===== src/gwd_pkg.sv =====
// package for the gpio controlled watchdog: select codes, periods, counts
// assumes a 200 MHz system clock
package gwd_pkg;

  // ----------------------------------------
  // clock
  // ----------------------------------------
  localparam longint unsigned CLK_HZ = 64'd200_000_000;

  // ----------------------------------------
  // timeout periods in microseconds
  // ----------------------------------------
  localparam longint unsigned T_1MS_US = 64'd1_000;
  localparam longint unsigned T_10MS_US = 64'd10_000;
  localparam longint unsigned T_30MS_US = 64'd30_000;
  localparam longint unsigned T_100MS_US = 64'd100_000;
  localparam longint unsigned T_1S_US = 64'd1_000_000;
  localparam longint unsigned T_10S_US = 64'd10_000_000;
  localparam longint unsigned T_1MIN_US = 64'd60_000_000;

  localparam int CNT_W = 34;

  // each time rounds down, never below one cycle
  function automatic longint unsigned us_to_cyc(longint unsigned us);
    longint unsigned c;
    c = (us * CLK_HZ) / 64'd1_000_000;
    return (c == 64'd0) ? 64'd1 : c;
  endfunction

  localparam longint unsigned CYC_1MS = us_to_cyc(T_1MS_US);
  localparam longint unsigned CYC_10MS = us_to_cyc(T_10MS_US);
  localparam longint unsigned CYC_30MS = us_to_cyc(T_30MS_US);
  localparam longint unsigned CYC_100MS = us_to_cyc(T_100MS_US);
  localparam longint unsigned CYC_1S = us_to_cyc(T_1S_US);
  localparam longint unsigned CYC_10S = us_to_cyc(T_10S_US);
  localparam longint unsigned CYC_1MIN = us_to_cyc(T_1MIN_US);

  // ----------------------------------------
  // select codes
  // ----------------------------------------
  typedef enum logic [2:0] {
    SEL_1MS = 3'b000,
    SEL_10MS = 3'b001,
    SEL_30MS = 3'b010,
    SEL_OFF = 3'b011,
    SEL_100MS = 3'b100,
    SEL_1S = 3'b101,
    SEL_10S = 3'b110,
    SEL_1MIN = 3'b111
  } gwd_sel_e;

  localparam logic [2:0] SEL_RST = 3'h3;
  localparam logic KICK_RST = 1'h0;

  // ----------------------------------------
  // control lines from the hub
  // ----------------------------------------
  typedef struct packed {
    logic kick_line;
    logic [2:0] period_sel;
  } gwd_ctrl_s;

endpackage


===== src/gwd_watchdog_unit.sv =====
// watchdog unit driven by hub gpio lines: kick and a three bit period select
// assumes lines synchronous to clk_sys; periods are module parameters
// sys_reset is a level request, held until a kick, a new code or code 011
// wd_enabled follows the select lines without a register
// each period parameter is given in clk_sys cycles
//
// Operation
// - timeout is selectable from 1 ms up to 1 minute.
// - while enabled, expiry without restart asserts system reset.
// - inputs are one kick line and three period select lines from the hub.
// - code 000..111 maps to 1ms,10ms,30ms,off,100ms,1s,10s,1min.
// - code 011 disables and is the default; timing starts on other codes.
`timescale 1ns/10ps
module gwd_watchdog_unit #(
  parameter longint unsigned P_1MS = gwd_pkg::CYC_1MS,
  parameter longint unsigned P_10MS = gwd_pkg::CYC_10MS,
  parameter longint unsigned P_30MS = gwd_pkg::CYC_30MS,
  parameter longint unsigned P_100MS = gwd_pkg::CYC_100MS,
  parameter longint unsigned P_1S = gwd_pkg::CYC_1S,
  parameter longint unsigned P_10S = gwd_pkg::CYC_10S,
  parameter longint unsigned P_1MIN = gwd_pkg::CYC_1MIN
) (
  input wire logic clk_sys,
  input wire logic rst_b,
  input wire gwd_pkg::gwd_ctrl_s ctrl,
  output logic sys_reset,
  output logic wd_enabled
);

  // ----------------------------------------
  // parameter check
  // ----------------------------------------
  // span of the count register; each limit must sit inside it
  localparam longint unsigned CNT_SPAN = 64'd1 << gwd_pkg::CNT_W;

  // each period nonzero and inside the span
  if (P_1MS == 64'd0 || P_1MS >= CNT_SPAN) begin : g_bad_1ms
    $error("1 ms period out of counter range");
  end
  if (P_10MS == 64'd0 || P_10MS >= CNT_SPAN) begin : g_bad_10ms
    $error("10 ms period out of counter range");
  end
  if (P_30MS == 64'd0 || P_30MS >= CNT_SPAN) begin : g_bad_30ms
    $error("30 ms period out of counter range");
  end
  if (P_100MS == 64'd0 || P_100MS >= CNT_SPAN) begin : g_bad_100ms
    $error("100 ms period out of counter range");
  end
  if (P_1S == 64'd0 || P_1S >= CNT_SPAN) begin : g_bad_1s
    $error("1 s period out of counter range");
  end
  if (P_10S == 64'd0 || P_10S >= CNT_SPAN) begin : g_bad_10s
    $error("10 s period out of counter range");
  end
  if (P_1MIN == 64'd0 || P_1MIN >= CNT_SPAN) begin : g_bad_1min
    $error("1 min period out of counter range");
  end

  // periods grow with the code, 1 ms shortest
  if (P_10MS < P_1MS) begin : g_ord_10ms
    $error("10 ms period below 1 ms period");
  end
  if (P_30MS < P_10MS) begin : g_ord_30ms
    $error("30 ms period below 10 ms period");
  end
  if (P_100MS < P_30MS) begin : g_ord_100ms
    $error("100 ms period below 30 ms period");
  end
  if (P_1S < P_100MS) begin : g_ord_1s
    $error("1 s period below 100 ms period");
  end
  if (P_10S < P_1S) begin : g_ord_10s
    $error("10 s period below 1 s period");
  end
  if (P_1MIN < P_10S) begin : g_ord_1min
    $error("1 min period below 10 s period");
  end

  // ----------------------------------------
  // line capture
  // ----------------------------------------
  logic kick_now;
  logic [2:0] sel_now;

  // one kick line, three select lines
  // fields split out so the logic reads by name
  assign kick_now = ctrl.kick_line;
  assign sel_now = ctrl.period_sel;

  // ----------------------------------------
  // period decode
  // ----------------------------------------
  logic [gwd_pkg::CNT_W-1:0] limit;

  always_comb begin
    case (gwd_pkg::gwd_sel_e'(sel_now))
      gwd_pkg::SEL_1MS: limit = P_1MS[gwd_pkg::CNT_W-1:0];
      gwd_pkg::SEL_10MS: limit = P_10MS[gwd_pkg::CNT_W-1:0];
      gwd_pkg::SEL_30MS: limit = P_30MS[gwd_pkg::CNT_W-1:0];
      gwd_pkg::SEL_100MS: limit = P_100MS[gwd_pkg::CNT_W-1:0];
      gwd_pkg::SEL_1S: limit = P_1S[gwd_pkg::CNT_W-1:0];
      gwd_pkg::SEL_10S: limit = P_10S[gwd_pkg::CNT_W-1:0];
      gwd_pkg::SEL_1MIN: limit = P_1MIN[gwd_pkg::CNT_W-1:0];
      // off code has no period; en keeps the count idle
      default: limit = '0;
    endcase
  end

  // ----------------------------------------
  // enable
  // ----------------------------------------
  logic en;

  // code 011 is off, every other code runs
  // no register, so the off code takes hold at once
  assign en = sel_now != gwd_pkg::SEL_OFF;

  // ----------------------------------------
  // sampled lines
  // ----------------------------------------
  logic kick_q, kick_d;
  logic [2:0] sel_q, sel_d;

  // previous levels, for edge and change detection
  always_comb begin
    kick_d = kick_now;
    sel_d = sel_now;
  end

  // reset value is the off code
  always_ff @(posedge clk_sys or negedge rst_b) begin
    if (!rst_b) begin
      kick_q <= gwd_pkg::KICK_RST;
      sel_q <= gwd_pkg::SEL_RST;
    end else begin
      kick_q <= kick_d;
      sel_q <= sel_d;
    end
  end

  // ----------------------------------------
  // restart and expiry
  // ----------------------------------------
  // one, at the counter width
  localparam logic [gwd_pkg::CNT_W-1:0] CNT_ONE =
    {{(gwd_pkg::CNT_W-1){1'b0}}, 1'b1};

  logic [gwd_pkg::CNT_W-1:0] cnt_q, cnt_d;
  logic kick_edge;
  logic sel_change;
  logic restart;
  logic [gwd_pkg::CNT_W-1:0] cnt_inc;
  logic expire;

  assign kick_edge = kick_now != kick_q;
  // a new code restarts with its own period
  assign sel_change = sel_now != sel_q;
  // restart wins over expiry in the same cycle
  assign restart = kick_edge || sel_change;

  // expiry once the count would reach the limit
  assign cnt_inc = cnt_q + CNT_ONE;
  assign expire = cnt_inc >= limit;

  // ----------------------------------------
  // period counter
  // ----------------------------------------
  // count runs while enabled, stops at expiry
  always_comb begin
    cnt_d = cnt_q;
    if (!en || restart) begin
      // idle or restarted count sits at zero
      cnt_d = '0;
    end else if (!expire) begin
      cnt_d = cnt_inc;
    end
  end

  always_ff @(posedge clk_sys or negedge rst_b) begin
    if (!rst_b) begin
      cnt_q <= '0;
    end else begin
      cnt_q <= cnt_d;
    end
  end

  // ----------------------------------------
  // reset request
  // ----------------------------------------
  logic rst_q, rst_d;

  always_comb begin
    rst_d = rst_q;
    if (!en || restart) begin
      // off or restarted clears the request
      rst_d = 1'b0;
    end else if (expire) begin
      // missed kick, request held until restart
      rst_d = 1'b1;
    end
  end

  // held level, not a pulse
  always_ff @(posedge clk_sys or negedge rst_b) begin
    if (!rst_b) begin
      rst_q <= 1'b0;
    end else begin
      rst_q <= rst_d;
    end
  end

  // ----------------------------------------
  // outputs
  // ----------------------------------------
  // request straight from a flip-flop
  assign sys_reset = rst_q;

  assign wd_enabled = en;

endmodule


===== config.mk =====
export PLATFORM = sky130hd
export DESIGN_NAME = gwd_watchdog_unit
export DESIGN_NICKNAME = d
export VERILOG_FILES = /design/src/gwd_pkg.sv /design/src/gwd_watchdog_unit.sv
export SDC_FILE = /design/constraint.sdc
export NUM_CORES = 1
export LEC_CHECK = 0
export ABC_CLOCK_PERIOD_IN_PS = 3700
export BUFFER_PORTS_ARGS = -buffer_cell sky130_fd_sc_hd__buf_4
export CORE_MARGIN = 2
export CORE_UTILIZATION = 40
export DETAILED_ROUTE_END_ITERATION = 6
export GPL_TIMING_DRIVEN = 0
export PLACE_DENSITY_LB_ADDON = 0.15
export SYNTH_ARGS = -nofsm -noshare
export SYNTH_HDL_FRONTEND = slang
export SYNTH_SLANG_ARGS = --single-unit
export TNS_END_PERCENT = 5

===== constraint.sdc =====
create_clock -name clk_sys -period 3.7 [get_ports clk_sys]
set_input_delay 0 -clock clk_sys [delete_from_list [all_inputs] [get_ports clk_sys]]
set_output_delay 0 -clock clk_sys [all_outputs]
set_load 0.03 [all_outputs]

==> summary.md <==
| Metric | Value |
|---|---|
| RSZ-0062 raised after global routing | yes |
| Library cells used by synthesis | 50 |
| Mapped Nets | 397 |
| Outcome | finished, violations left |
| Count of final setup violators | 6 |
| Vias in the first global route | 3079 |
| PD cells | 193 mW/mm^2 |
| Setup CP Type | flop to flop |
| Beginning of the critical path | cnt_q[0]$_DFFE_PN0P_ |
| Fmax | 268 MHz |
| Drt wl/cell | 20.0 um |
| Critical Path Fanout Max | 11 |
| H-tree depth | 2 |
| Synthesized instance count | 358 |
| ANT nets after route | 0 |
| Via density | 6.14 |
| GR Util All Layers | 0.234 |
| Yosys warns | 0 |
| Setup slack after layout | -0.0311 ns |
| Detailed placer's ending HPWL | 6530 um |
| Tcrit/Tclk final | 1.01 |
| Core box area | 0.00809 mm^2 |
| Mapped Area | 0.00330 mm^2 |
| Register area share after synthesis | 0.296 |
| Initial antenna violation count | 0 |
| Drt initial violations | 196 |
| Worst-Margin Slew | 1.22 ns |
| Main flop type after synthesis | dfrtp_1 |
| DRT Pass-1 Iters | 5 |
| Clock slew at reported path FFs | 0.09 ns |
| CP arrival | 3.91 ns |
| Routability congestion estimate | 0.815 |
| IR drop worst, VDD | 0.000127 V |
| Final Hold Violating Endpoints | 0 |
| Largest net degree at the start of global routing | 40 |
| # rows | 33 |
| Period minus WS final | 3.73 ns |
| CTS root buf | clkbuf_8 |
| Final TNS setup | -0.0914 ns |
| Async S/R FF share, synth | 1.00 |
| Num ports | 8 |
| Max-cap violation count | 0 |
| Clock skew | 0.0118 ns |
| Reg2reg setup slack | -0.03 ns |
| Crit path capture | cnt_q[31]$_DFFE_PN0P_ |
| Antenna Cells | 0 |
| Critical path startpoint category | flop |
| Final Max Slew Viols | 0 |
| Buffers on Ports | 7 |
| Reg2reg end | cnt_q[31]$_DFFE_PN0P_ |
| Die width | 94.9 um |
| Leakage Power | 1.71 nW |
| Clock Tree Buf Depth | 2 |
| CTS tree | yes |
| TritonCTS buffer count | 5 |
| Final wirelength | 10400 um |
| Worst skew pair latency | 0.30 ns |
| GR Overflow Total | 0 |
| First-pass GRT wire length | 16000 um |
| Vias | 3179 |
| Die ar. | 0.00900 mm^2 |
| Top cells by area, synth | dfrtp_1 28%, ha_1 13%, o31ai_1 7.7% |
| Area grow syn2layout | 32.0% |
| Layout cells sized above 1 | 0.329 |
| # nets final | 451 |
| Final hold slack | 0.215 ns |
| Min-Delay Path Class | primary input to async pin |
| Die Ht | 94.9 um |
| Slew headroom | 0.187 |
| R2R depth | 16 |
| Count of flip-flops with a built-in enable after synthesis | 0 |
| Failing checks | setup timing |
| Leading area contributor after synthesis | dfrtp_1 |
| Mapped Avg Cell Area | 9.23 um^2 |
| CP endpoint kind | flop |
| DRC viols | 0 |
| Count of state elements after synthesis | 39 |
| RR Startpoint | cnt_q[0]$_DFFE_PN0P_ |
| Post-synth top area share | 0.280 |
| Worst Path Required | 3.88 ns |
| Initial core utilization | 0.408 |
| Clock sinks | 39 |
## repair_timing
action / CTS / global route
hold buffers: 5 / 0
endpoints found under the setup margin: 35 / 35
resized for setup: 56 / 39
hold endpoints to repair: 41 / 0
cloned: 1 / 1
pin swaps: 7 / 15
setup buffers: 16 / 17
## how the worst min path moves through the flow
stage | start | endpoint | slack [ns]
final | rst_b | kick_q$_DFF_PN0_ | 0.22
after global routing | rst_b | kick_q$_DFF_PN0_ | 0.28
after CTS | rst_b | cnt_q[25]$_DFFE_PN0P_ | 0.24
after detailed placement | rst_b | cnt_q[14]$_DFFE_PN0P_ | 0.03
after global placement | rst_b | cnt_q[14]$_DFFE_PN0P_ | 0.02
after floorplan | rst_b | cnt_q[0]$_DFFE_PN0P_ | -0.30
## metal layers
metal  global-route usage  vias up  share of wire
met5                    0        -              0
met4               0.0604        0          0.012
met3               0.0319       17          0.036
met2                0.379       98           0.48
met1                0.328     1579           0.47
li1                     -     1485              -
## sequential cells by signal, summed over array words and instances (netlist names)
register / count
sel_q: 3
kick_q: 1
cnt_q: 34
sys_reset: 1
## synth_stat cells, drive strengths merged, types with 3 or more instances
library cell	count
dfrtp	37
o31ai	34
ha	33
a21oi	30
xnor2	27
nand2	21
nand3	20
or4	18
o311ai	14
buf	12
nand4	11
nor2	10
and3	9
clkbuf	9
inv	9
o21ai	7
xor2	7
and4	6
nor3	5
a21o	4
and2	4
nand2b	4
nor2b	4
or2	3
## cell type report
class	count	area, um^2
fillers	770	3730
well taps	105	131
clock buffers	6	72.6
inverters	9	33.8
multi-input cells	289	2550
plain buffers	21	188
clock inverters	2	12.5
repair buffers	47	380
flip-flops and latches	39	990
## cell usage in the layout, fill, tap and decap left out, types with 3 or more instances in the layout
| master | count |
|---|---|
| a21o_1 | 4 |
| a21oi_1 | 29 |
| and3_1 | 5 |
| and3_4 | 4 |
| and4_4 | 4 |
| buf_12 | 3 |
| buf_4 | 44 |
| buf_6 | 4 |
| clkbuf_1 | 7 |
| clkbuf_8 | 6 |
| dfrtp_1 | 28 |
| dfrtp_2 | 9 |
| dlygate4sd3_1 | 5 |
| ha_1 | 32 |
| inv_1 | 9 |
| nand2_1 | 21 |
| nand2b_1 | 4 |
| nand3_1 | 10 |
| nand3_2 | 5 |
| nand3_4 | 5 |
| nand4_1 | 11 |
| nor2_1 | 7 |
| nor2_4 | 3 |
| nor2b_1 | 4 |
| nor3_1 | 4 |
| o21ai_0 | 7 |
| o311ai_0 | 3 |
| o311ai_1 | 3 |
| o311ai_4 | 6 |
| o31ai_1 | 22 |
| o31ai_2 | 11 |
| or4_1 | 18 |
| xnor2_1 | 23 |
| xnor2_2 | 4 |
| xor2_1 | 7 |
## metrics by stage
stage	util	worst slack, ns	power, mW	cells	instance area, um^2
after floorplan	-	0.218	0.496	358	3300
final	0.539	-0.0311	0.843	518	4360
after global placement	0.431	-0.575	0.530	470	3490
after global routing	0.539	-0.151	0.885	518	4360
after detailed placement	0.431	-0.642	0.533	470	3490
after CTS	0.496	-0.0178	0.845	500	4020
## critical path, stage by stage (launching register included)
cell	delay [ns]
dfrtp_2	0.44
ha_4	0.16
and4_4	0.27
and4_4	0.23
and3_4	0.22
nand3_4	0.10
xnor2_2	0.15
ha_1	0.30
and4_4	0.20
a211o_1	0.27
a221oi_2	0.20
a31oi_2	0.18
buf_6	0.19
buf_12	0.15
clkbuf_16	0.17
o311ai_4	0.27
o31ai_2	0.10
## where the power goes
part / switching (mW) / internal, mW
combinational: 0.0716 / 0.0413
clock: 0.167 / 0.132
sequential: 0.00228 / 0.430
## kinds of logic (layout without fill, tap and decap cells)
family | Yosys count | count (layout) | share of synthesized area
and+or+nand+nor | 120 | 120 | 0.223
AOI/OAI and AO/OA | 100 | 100 | 0.209
DFF | 39 | 39 | 0.296
xor gates and xnor gates | 34 | 34 | 0.0902
adders and majority gates | 33 | 33 | 0.125
buffers and inverters | 30 | 85 | 0.0492
muxes | 2 | 2 | 0.00682
No activity file was read; power rests on OpenSTA's default activity.
